[src/hw/dbitc_pkg.sv]
// Contract
// - Acknowledge goes low on every chip-selected read or write cycle.
// - Late select against a sampling edge may delay acknowledge by one cycle.
// - One active-low interrupt output, asserted for any enabled one of eight events.
// - Mask register picks which conditions may drive the interrupt output.
// - Reading status returns every currently active condition.
// - Interrupt acknowledge with pending interrupt returns the vector and acknowledges.
// - Discrete pins can act as separate interrupt outputs for channels and counter.
// - Rate generator makes 18 standard rates, 50 to 38.4K baud, from 3.6864 MHz.
// - Every generator output runs at sixteen times its baud rate.
// - Counter divides reference or external clock into a 16X clock.
// - Four selectors pick generator rate, counter or external input independently.
// - Counter always uses the 16-bit preset from upper and lower registers.
// - Timer mode reloads from preset continuously, giving a square wave.
// - Counter mode counts down once from preset, one-shot delay.
// - Time-out mode: receiver activity restarts the counter, expiry signals pause.
// - Counter counts down and sets its status bit on each pass through zero.
// - Counter output selectable onto a pin or as a clock source.
// - Counter takes start, stop, write, preset, read value and time-out commands.
// - Stop command clears counter condition; other sources clear their own conditions.
package dbitc_pkg;
    localparam int unsigned CLK_HZ    = 100_000_000;
    localparam int unsigned REF_HZ    = 3_686_400;
    localparam int unsigned NUM_RATES = 18;
    localparam int unsigned NUM_SEL   = 4;
    localparam int unsigned NUM_SYNC  = 4;

    // 16X divisors of the reference tick, 50 baud up to 38400 baud
    localparam logic [12:0] RATE_DIV [NUM_RATES] = '{
        13'h1200, 13'h0c00, 13'h082f, 13'h06b1, 13'h0600, 13'h0480,
        13'h0300, 13'h0180, 13'h00db, 13'h00c0, 13'h0080, 13'h0073,
        13'h0060, 13'h0030, 13'h0020, 13'h0018, 13'h000c, 13'h0006};

    localparam logic [4:0] SEL_CT  = 5'h12;
    localparam logic [4:0] SEL_EXT = 5'h13;

    localparam logic [3:0] OFS_IMR   = 4'h0;
    localparam logic [3:0] OFS_ISR   = 4'h1;
    localparam logic [3:0] OFS_IVR   = 4'h2;
    localparam logic [3:0] OFS_ACR   = 4'h3;
    localparam logic [3:0] OFS_CTR_PRESET_UPPER  = 4'h4;
    localparam logic [3:0] OFS_CTR_PRESET_LOWER  = 4'h5;
    localparam logic [3:0] OFS_CTCMD = 4'h6;
    localparam logic [3:0] OFS_CTVU  = 4'h7;
    localparam logic [3:0] OFS_CTVL  = 4'h8;
    localparam logic [3:0] OFS_SEL0  = 4'ha;
    localparam logic [3:0] OFS_DIRQ  = 4'he;

    localparam logic [7:0] RST_IMR  = 8'h00;
    localparam logic [7:0] RST_IVR  = 8'h0f;
    localparam logic [7:0] RST_ACR  = 8'h00;
    localparam logic [7:0] RST_CTU  = 8'h00;
    localparam logic [7:0] RST_CTL  = 8'h02;
    localparam logic [4:0] RST_SEL  = 5'h00;
    localparam logic [4:0] RST_DIRQ = 5'h00;

    localparam int unsigned ISR_CT_BIT  = 3;
    localparam int unsigned ACR_TMR_BIT = 4;
    localparam int unsigned ACR_EXT_BIT = 6;
    localparam int unsigned ACR_OUT_BIT = 7;
    localparam int unsigned SYNC_CS     = 0;
    localparam int unsigned SYNC_IACK   = 1;
    localparam int unsigned SYNC_EXT    = 2;
    localparam int unsigned SYNC_CTCLK  = 3;

    localparam logic [7:0] CMD_START  = 8'h01;
    localparam logic [7:0] CMD_STOP   = 8'h02;
    localparam logic [7:0] CMD_LOAD   = 8'h03;
    localparam logic [7:0] CMD_TO_ON  = 8'h04;
    localparam logic [7:0] CMD_TO_OFF = 8'h05;

    typedef enum logic [2:0] {
        DBITC_CT_IDLE = 3'b001,
        DBITC_CT_RUN  = 3'b010,
        DBITC_CT_WAIT = 3'b100
    } dbitc_ct_state_t;
endpackage

[src/hw/dbitc_core.sv]
// Local design decisions: the address map and the address-and-strobe port.
`timescale 1ns/1ps
module dbitc_core (
    input  wire logic                          core_clk,
    input  wire logic                          rst_n,
    input  wire logic [3:0]                    reg_addr,
    input  wire logic [7:0]                    reg_wdata,
    input  wire logic                          reg_wr,
    input  wire logic                          reg_rd,
    output logic      [7:0]                    reg_rdata,
    input  wire logic                          chip_select_in_n,
    input  wire logic                          irq_ack_in_n,
    output logic                               data_ack_out_n,
    output logic      [7:0]                    vector_out,
    output logic                               vector_oe,
    input  wire logic [7:0]                    event_in,
    input  wire logic                          rx_char_in,
    input  wire logic                          ext_timing_in,
    input  wire logic                          ct_ext_clk_in,
    output logic                               irq_out_n,
    output logic      [4:0]                    discrete_irq_pins_o,
    output logic      [4:0]                    discrete_irq_pins_oe,
    output logic                               ct_pin_out,
    output logic      [dbitc_pkg::NUM_SEL-1:0] baud_tick_out
);
    logic [26:0]                    ref_acc_q;
    logic                           osc_tick_q;
    logic [dbitc_pkg::NUM_RATES-1:0] rate_tick;
    logic [dbitc_pkg::NUM_SYNC-1:0] sync1_q;
    logic [dbitc_pkg::NUM_SYNC-1:0] sync2_q;
    logic [dbitc_pkg::NUM_SYNC-1:0] sync3_q;
    logic [dbitc_pkg::NUM_SYNC-1:0] stable_q;
    logic [dbitc_pkg::NUM_SYNC-1:0] settle;
    logic [dbitc_pkg::NUM_SYNC-1:0] rise;
    logic [7:0]                     imr_q;
    logic [7:0]                     ivr_q;
    logic [7:0]                     acr_q;
    logic [7:0]                     ctu_q;
    logic [7:0]                     ctl_q;
    logic [4:0]                     dirq_q;
    logic [4:0]                     sel_q [dbitc_pkg::NUM_SEL];
    logic [15:0]                    count_q;
    logic [15:0]                    preset;
    dbitc_pkg::dbitc_ct_state_t     ct_state_q;
    logic                           to_mode_q;
    logic                           ct_flag_q;
    logic                           sq_q;
    logic                           ct_clk_q;
    logic                           ct_tick;
    logic                           zero_evt;
    logic                           cmd_wr;
    logic [7:0]                     irq_status_reg;
    logic                           pending;

    assign settle = ~(sync2_q ^ sync3_q);
    assign rise   = settle & sync3_q & ~stable_q;
    assign cmd_wr = reg_wr && reg_addr == dbitc_pkg::OFS_CTCMD;

    always_ff @(posedge core_clk or negedge rst_n) begin
        if (!rst_n) begin
            sync1_q  <= '1;
            sync2_q  <= '1;
            sync3_q  <= '1;
            stable_q <= '1;
        end else begin
            sync1_q  <= {ct_ext_clk_in, ext_timing_in, irq_ack_in_n, chip_select_in_n};
            sync2_q  <= sync1_q;
            sync3_q  <= sync2_q;
            stable_q <= (settle & sync3_q) | (~settle & stable_q);
        end
    end

    always_ff @(posedge core_clk or negedge rst_n) begin
        if (!rst_n) begin
            ref_acc_q  <= '0;
            osc_tick_q <= 1'b0;
        end else if (ref_acc_q + 27'(dbitc_pkg::REF_HZ) >= 27'(dbitc_pkg::CLK_HZ)) begin
            ref_acc_q  <= ref_acc_q + 27'(dbitc_pkg::REF_HZ) - 27'(dbitc_pkg::CLK_HZ);
            osc_tick_q <= 1'b1;
        end else begin
            ref_acc_q  <= ref_acc_q + 27'(dbitc_pkg::REF_HZ);
            osc_tick_q <= 1'b0;
        end
    end

    for (genvar i = 0; i < dbitc_pkg::NUM_RATES; i++) begin : g_rate
        logic [12:0] div_q;
        logic        tick_q;
        always_ff @(posedge core_clk or negedge rst_n) begin
            if (!rst_n) begin
                div_q  <= '0;
                tick_q <= 1'b0;
            end else if (osc_tick_q) begin
                tick_q <= div_q == dbitc_pkg::RATE_DIV[i] - 13'h0001;
                div_q  <= (div_q == dbitc_pkg::RATE_DIV[i] - 13'h0001) ? 13'h0000 : div_q + 13'h0001;
            end else begin
                tick_q <= 1'b0;
            end
        end
        assign rate_tick[i] = tick_q;
    end

    always_ff @(posedge core_clk or negedge rst_n) begin
        if (!rst_n) begin
            imr_q  <= dbitc_pkg::RST_IMR;
            ivr_q  <= dbitc_pkg::RST_IVR;
            acr_q  <= dbitc_pkg::RST_ACR;
            dirq_q <= dbitc_pkg::RST_DIRQ;
        end else if (reg_wr) begin
            if (reg_addr == dbitc_pkg::OFS_IMR) begin
                imr_q <= reg_wdata;
            end
            if (reg_addr == dbitc_pkg::OFS_IVR) begin
                ivr_q <= reg_wdata;
            end
            if (reg_addr == dbitc_pkg::OFS_ACR) begin
                acr_q <= reg_wdata;
            end
            if (reg_addr == dbitc_pkg::OFS_DIRQ) begin
                dirq_q <= reg_wdata[4:0];
            end
        end
    end

    always_ff @(posedge core_clk or negedge rst_n) begin
        if (!rst_n) begin
            ctu_q <= dbitc_pkg::RST_CTU;
            ctl_q <= dbitc_pkg::RST_CTL;
        end else if (reg_wr) begin
            if (reg_addr == dbitc_pkg::OFS_CTR_PRESET_UPPER) begin
                ctu_q <= reg_wdata;
            end
            if (reg_addr == dbitc_pkg::OFS_CTR_PRESET_LOWER) begin
                ctl_q <= reg_wdata;
            end
        end
    end
    assign preset = {ctu_q, ctl_q};

    // counter tick from reference or external clock
    assign ct_tick  = acr_q[dbitc_pkg::ACR_EXT_BIT] ? rise[dbitc_pkg::SYNC_CTCLK] : osc_tick_q;
    assign zero_evt = ct_state_q == dbitc_pkg::DBITC_CT_RUN && ct_tick && count_q <= 16'h0001;

    always_ff @(posedge core_clk or negedge rst_n) begin
        if (!rst_n) begin
            ct_state_q <= dbitc_pkg::DBITC_CT_IDLE;
            count_q    <= '0;
            to_mode_q  <= 1'b0;
        end else if (cmd_wr && reg_wdata == dbitc_pkg::CMD_STOP) begin
            ct_state_q <= dbitc_pkg::DBITC_CT_IDLE;
        end else if (cmd_wr && reg_wdata == dbitc_pkg::CMD_START) begin
            ct_state_q <= dbitc_pkg::DBITC_CT_RUN;
            count_q    <= preset;
        end else if (cmd_wr && reg_wdata == dbitc_pkg::CMD_LOAD) begin
            count_q <= preset;
        end else if (cmd_wr && reg_wdata == dbitc_pkg::CMD_TO_ON) begin
            to_mode_q  <= 1'b1;
            ct_state_q <= dbitc_pkg::DBITC_CT_WAIT;
            count_q    <= preset;
        end else if (cmd_wr && reg_wdata == dbitc_pkg::CMD_TO_OFF) begin
            to_mode_q  <= 1'b0;
            ct_state_q <= dbitc_pkg::DBITC_CT_IDLE;
        end else if (to_mode_q && rx_char_in) begin
            ct_state_q <= dbitc_pkg::DBITC_CT_RUN;
            count_q    <= preset;
        end else begin
            unique case (ct_state_q)
                dbitc_pkg::DBITC_CT_IDLE: begin
                    count_q <= count_q;
                end
                dbitc_pkg::DBITC_CT_WAIT: begin
                    count_q <= count_q;
                end
                dbitc_pkg::DBITC_CT_RUN: begin
                    if (zero_evt) begin
                        count_q <= preset;
                        if (to_mode_q) begin
                            ct_state_q <= dbitc_pkg::DBITC_CT_WAIT;
                        end else if (!acr_q[dbitc_pkg::ACR_TMR_BIT]) begin
                            ct_state_q <= dbitc_pkg::DBITC_CT_IDLE;
                        end
                    end else if (ct_tick) begin
                        count_q <= count_q - 16'h0001;
                    end
                end
                default: begin
                    ct_state_q <= dbitc_pkg::DBITC_CT_IDLE;
                end
            endcase
        end
    end

    always_ff @(posedge core_clk or negedge rst_n) begin
        if (!rst_n) begin
            ct_flag_q <= 1'b0;
        end else if (zero_evt) begin
            ct_flag_q <= 1'b1;
        end else if (cmd_wr && reg_wdata == dbitc_pkg::CMD_STOP) begin
            ct_flag_q <= 1'b0;
        end
    end

    always_ff @(posedge core_clk or negedge rst_n) begin
        if (!rst_n) begin
            sq_q     <= 1'b0;
            ct_clk_q <= 1'b0;
        end else begin
            ct_clk_q <= zero_evt && acr_q[dbitc_pkg::ACR_TMR_BIT] && !to_mode_q;
            if (zero_evt && acr_q[dbitc_pkg::ACR_TMR_BIT] && !to_mode_q) begin
                sq_q <= ~sq_q;
            end
        end
    end

    always_ff @(posedge core_clk or negedge rst_n) begin
        if (!rst_n) begin
            ct_pin_out <= 1'b0;
        end else begin
            ct_pin_out <= acr_q[dbitc_pkg::ACR_OUT_BIT] ? (to_mode_q ? ~ct_flag_q : sq_q) : 1'b0;
        end
    end

    for (genvar k = 0; k < dbitc_pkg::NUM_SEL; k++) begin : g_sel
        always_ff @(posedge core_clk or negedge rst_n) begin
            if (!rst_n) begin
                sel_q[k]         <= dbitc_pkg::RST_SEL;
                baud_tick_out[k] <= 1'b0;
            end else begin
                if (reg_wr && reg_addr == dbitc_pkg::OFS_SEL0 + 4'(k)) begin
                    sel_q[k] <= reg_wdata[4:0];
                end
                if (sel_q[k] == dbitc_pkg::SEL_CT) begin
                    baud_tick_out[k] <= ct_clk_q;
                end else if (sel_q[k] == dbitc_pkg::SEL_EXT) begin
                    baud_tick_out[k] <= rise[dbitc_pkg::SYNC_EXT];
                end else if (sel_q[k] < dbitc_pkg::SEL_CT) begin
                    baud_tick_out[k] <= rate_tick[sel_q[k]];
                end else begin
                    baud_tick_out[k] <= 1'b0;
                end
            end
        end
    end

    always_comb begin
        irq_status_reg                         = event_in;
        irq_status_reg[dbitc_pkg::ISR_CT_BIT]  = ct_flag_q;
    end
    assign pending = |(irq_status_reg & imr_q);

    always_ff @(posedge core_clk or negedge rst_n) begin
        if (!rst_n) begin
            irq_out_n <= 1'b1;
        end else begin
            irq_out_n <= ~pending;
        end
    end

    always_ff @(posedge core_clk or negedge rst_n) begin
        if (!rst_n) begin
            discrete_irq_pins_o  <= '0;
            discrete_irq_pins_oe <= '0;
        end else begin
            discrete_irq_pins_o  <= '0;
            discrete_irq_pins_oe <= dirq_q & {irq_status_reg[4], irq_status_reg[0], irq_status_reg[5], irq_status_reg[1], irq_status_reg[dbitc_pkg::ISR_CT_BIT]};
        end
    end

    always_ff @(posedge core_clk or negedge rst_n) begin
        if (!rst_n) begin
            data_ack_out_n <= 1'b1;
            vector_out     <= '0;
            vector_oe      <= 1'b0;
        end else if (!stable_q[dbitc_pkg::SYNC_CS]) begin
            data_ack_out_n <= 1'b0;
            vector_oe      <= 1'b0;
        end else if (!stable_q[dbitc_pkg::SYNC_IACK] && (pending || vector_oe)) begin
            data_ack_out_n <= 1'b0;
            vector_out     <= vector_oe ? vector_out : ivr_q;
            vector_oe      <= 1'b1;
        end else begin
            data_ack_out_n <= 1'b1;
            vector_oe      <= 1'b0;
        end
    end

    // Register read port, data one cycle after strobe
    always_ff @(posedge core_clk or negedge rst_n) begin
        if (!rst_n) begin
            reg_rdata <= '0;
        end else if (!reg_rd) begin
            reg_rdata <= '0;
        end else begin
            unique case (reg_addr)
                dbitc_pkg::OFS_IMR:  reg_rdata <= imr_q;
                dbitc_pkg::OFS_ISR:  reg_rdata <= irq_status_reg;
                dbitc_pkg::OFS_IVR:  reg_rdata <= ivr_q;
                dbitc_pkg::OFS_ACR:  reg_rdata <= acr_q;
                dbitc_pkg::OFS_CTR_PRESET_UPPER: reg_rdata <= ctu_q;
                dbitc_pkg::OFS_CTR_PRESET_LOWER: reg_rdata <= ctl_q;
                dbitc_pkg::OFS_CTVU: reg_rdata <= count_q[15:8];
                dbitc_pkg::OFS_CTVL: reg_rdata <= count_q[7:0];
                dbitc_pkg::OFS_DIRQ: reg_rdata <= {3'h0, dirq_q};
                4'ha, 4'hb, 4'hc, 4'hd: reg_rdata <= {3'h0, sel_q[reg_addr[1:0] - 2'h2]};
                default:             reg_rdata <= '0;
            endcase
        end
    end
endmodule

[config.mk]
export PLATFORM = sky130hd
export DESIGN_NAME = dbitc_core
export DESIGN_NICKNAME = d
export VERILOG_FILES = /design/src/hw/dbitc_pkg.sv /design/src/hw/dbitc_core.sv
export SDC_FILE = /design/constraint.sdc
export NUM_CORES = 1
export LEC_CHECK = 0
export CAP_MARGIN = 10
export CORE_MARGIN = 2
export CORE_UTILIZATION = 55
export DETAILED_ROUTE_END_ITERATION = 6
export DONT_BUFFER_PORTS = 1
export PLACE_DENSITY = 0.76
export SYNTH_ARGS = -nofsm -noshare
export SYNTH_HDL_FRONTEND = slang
export SYNTH_SLANG_ARGS = --single-unit
export TNS_END_PERCENT = 20
[constraint.sdc]
create_clock -name core_clk -period 6.3 [get_ports core_clk]
set_input_delay 0.63 -clock core_clk [delete_from_list [all_inputs] [get_ports core_clk]]
set_output_delay 0.63 -clock core_clk [all_outputs]
set_load 0.05 [all_outputs]
==> out/results.ini <==
[global_routing]
use_met3_pct = 3.54
grt_max_degree = 406
first_global_vias = 14100
top_usage_layer = met2
use_met1_pct = 29.7
grtUsageTotal_pct = 22.3
gr-total-overflow = 0
grt_antenna_before_repair = 1
grt_pass1_wl_mm = 70.1
met2_usage_pct = 36.6

[worst_setup_path]
startpoint_type = flop
worstSetupEndpointType = flop
path_delay_family = compound AO/OA/AOI/OAI gates
crit_arrival_ns = 3.68
cp_data_required_time_ns = 6.76
critPathKind = flop to flop
crit_slowest_cell = dfrtp_1
max_stage_delay_ns = 0.61
cp_max_fo = 11
crit_buf_inv = 1
path_cells = ha_1, xnor2_1, a2111oi_0, nor2_1, a31oi_1, a21oi_1, inv_1, mux2i_1

[yosys]
synth.area.top_cells = dfrtp_1 47%, xnor2_1 6.3%, mux2_2 4.8%, mux4_2 3.4%, nor2_1 3.3%
synth_edf_count = 0
yosysTopAreaCell = dfrtp_1
seq_area_frac_synth_pct = 50.6
yosysTopAreaCellShare_pct = 47.4
syn_avg_cell_area_sq_um = 10.8
ys_types = 88
synth_ff_type = dfrtp_1
yosysWarnings = 0
ys_ff_latch = 405
netlist_area_sq_um = 20100
ys_async_sr_fraction_pct = 100
syn_inst = 1866

[sta]
fin_skew_ns = 0.0171
hold_viol = 381
slew_viol_final = 0
setup_viol = 0
min_period_over_period_pct = 51.2
finalSetupTns_ns = 0
fmax_mhz = 310
grt_setup_unrepaired = false
slew_headroom_pct = 28.6
period_needed_ns = 3.23
fin_hold_ws_ns = -0.208
worstMarginPinSlew_ns = 1.06

[drt]
drc_errors = 0
num_vias = 14100
viasPerCell = 6.03
drt_iter0_drc = 1201
postRouteAntennaNets = 0
firstDrtPassIters = 6
wl_per_cell_um = 17.8
wl_mm = 41.8

[clocking]
clk_pin_slew_ns = 0.06
cts_resized = 0
clockRootBuffer = clkbuf_16
tritoncts = yes
cts_buffer_depth = 3
clk_latency_ns = 0.55
postCtsSetupBuffers = 0
numCtsBuffers = 42
htree_levels = 2
clock-sinks = 405

[floorplanning]
pin_count = 63
fp.dieH_um = 195
dieArea_sq_um = 38100
coreArea_sq_um = 36300
start_util_pct = 55.4
die_w_um = 195
rows = 70

[pwr]
p_leak_nw = 9.36
powerDensity_nw_per_um2 = 267
vdd_drop_max_v = 0.000198
fin_total_pwr_w = 0.00582

[run]
cap_violations = 0

[status]
violations = hold timing
outcome = finished with violations

[placement]
dpl.hpwl_mm = 27.7
gp_congestion = 0.910
io_buffers = 0

[final_layout]
nets = 1906
layout-drive-gt1-share_pct = 13.4
area_delta_synth_final_pct = 8.50

[min_path]
hold_path_class = input port to asynchronous set/reset pin

-- metal layers --
metal	routed length, um	share of wire (%)	vias up
met3	2180	5.2	82
met4	1300	3.1	0
met2	20000	48	385
li1	-	-	6626
met1	18400	44	7047
met5	0	0	-
-- Yosys cell counts, types with 8 or more instances --
master	number
mux4_2	30
buf_2	8
or4_1	11
a211oi_1	13
ha_1	31
nor3_1	42
a21oi_1	43
nand3b_1	10
xnor2_1	145
a31oi_1	9
and3_1	51
nand2_1	161
xor2_1	63
and2_1	20
mux2i_1	19
nor4_1	20
dfrtp_1	381
nand3_1	107
inv_1	34
nand2b_1	18
nor2_1	176
dfstp_2	24
and4_1	9
a22oi_1	12
nor2b_1	18
or3_1	15
mux2_2	86
o2bb2ai_1	8
clkbuf_1	50
o21ai_0	49
nand4_1	59
-- cell usage in the layout, fill, tap and decap left out, drive strengths merged, types with 8 or more instances in the layout --
| cell | instances |
|---|---|
| nor3 | 42 |
| nand2 | 161 |
| xor2 | 63 |
| and2 | 20 |
| nor2b | 18 |
| xnor2 | 146 |
| dfrtp | 381 |
| ha | 31 |
| clkbuf | 58 |
| a22oi | 12 |
| nand3b | 10 |
| dfstp | 24 |
| nor4 | 21 |
| a21oi | 48 |
| a211oi | 14 |
| or3 | 15 |
| clkinv | 13 |
| mux2 | 86 |
| mux4 | 30 |
| inv | 35 |
| nand2b | 18 |
| a31oi | 9 |
| and3 | 51 |
| and4 | 9 |
| mux2i | 19 |
| nor2 | 177 |
| nand3 | 108 |
| nand4 | 59 |
| o21ai | 60 |
| o2bb2ai | 8 |
| or4 | 12 |
-- sequential cells by signal, summed over array words and instances (netlist names), 3 cells and up, named ones only --
register              cells
sync2_q                   4
ctl_q                     8
dirq_q                    5
g_rate.div_q            234
imr_q                     8
sync3_q                   4
count_q                  16
ivr_q                     8
g_rate.tick_q            18
baud_tick_out             4
ctu_q                     8
ct_state_q                3
acr_q                     8
discrete_irq_pins_oe      5
reg_rdata                 8
ref_acc_q                19
vector_out                8
sel_q                    20
sync1_q                   4
-- cells by family (layout without fill, tap and decap cells) --
group | after synthesis | count (layout) | synth area share [%]
flops | 405 | 405 | 50.6
compound gates | 228 | 228 | 7.96
fa+ha+maj | 33 | 33 | 2.03
xor+xnor | 209 | 209 | 9.14
simple gates | 747 | 747 | 18.8
buf+inv | 108 | 115 | 2.30
other cells | 1 | 6 | 0.0187
mux | 135 | 135 | 9.13
-- where the power goes --
group	total, W	switching [W]	internal (W)	leakage (nW)
combinational	0.000311	0.000119	0.000192	3.39
sequential	0.00305	0.000293	0.00276	5.27
clock	0.00246	0.00101	0.00145	0.692
-- final cells by class --
type	instances	area [sq um]
clock inverter	17	153
sequential	405	10200
timing repair buffer	6	45.0
multi-input combinational	1357	9490
tap	468	586
fill	2845	14500
antenna	1	2.50
clock buffer	58	1230
inverter	34	128
-- final timing paths --
path | end | slack, ns | startpoint | depth (start not counted)
min in group core_clk | sync1_q[1]$_DFF_PN1_ | 0.08 | irq_ack_in_n | 0
hold / removal | g_rate[1].div_q[11]$_DFFE_PN0P_ | -0.21 | rst_n | 0
setup reg to reg | ref_acc_q[9]$_DFFE_PN0P_ | 3.07 | ref_acc_q[14]$_DFF_PN0_ | 8
max in group asynchronous | g_rate[2].div_q[4]$_DFFE_PN0P_ | 5.79 | rst_n | 0
hold reg to reg | sync2_q[3]$_DFF_PN1_ | 0.34 | sync1_q[3]$_DFF_PN1_ | 0
setup / recovery | ref_acc_q[9]$_DFFE_PN0P_ | 3.07 | ref_acc_q[14]$_DFF_PN0_ | 8
-- per-stage QoR --
step | instance area [sq um] | cells | worst slack [ns] | utilization, % | hold WS [ns]
floorplan | 20100 | 1870 | 3.67 | - | 0.334
global placement | 20400 | 2270 | 3.26 | 56.3 | 0.346
detailed placement | 20400 | 2270 | 3.11 | 56.3 | 0.347
CTS | 21800 | 2345 | 3.08 | 60.1 | -0.228
global route | 21800 | 2345 | 2.75 | 60.1 | -0.220
finish | 21800 | 2346 | 3.07 | 60.1 | -0.208
No activity file was read; power rests on OpenSTA's default activity.
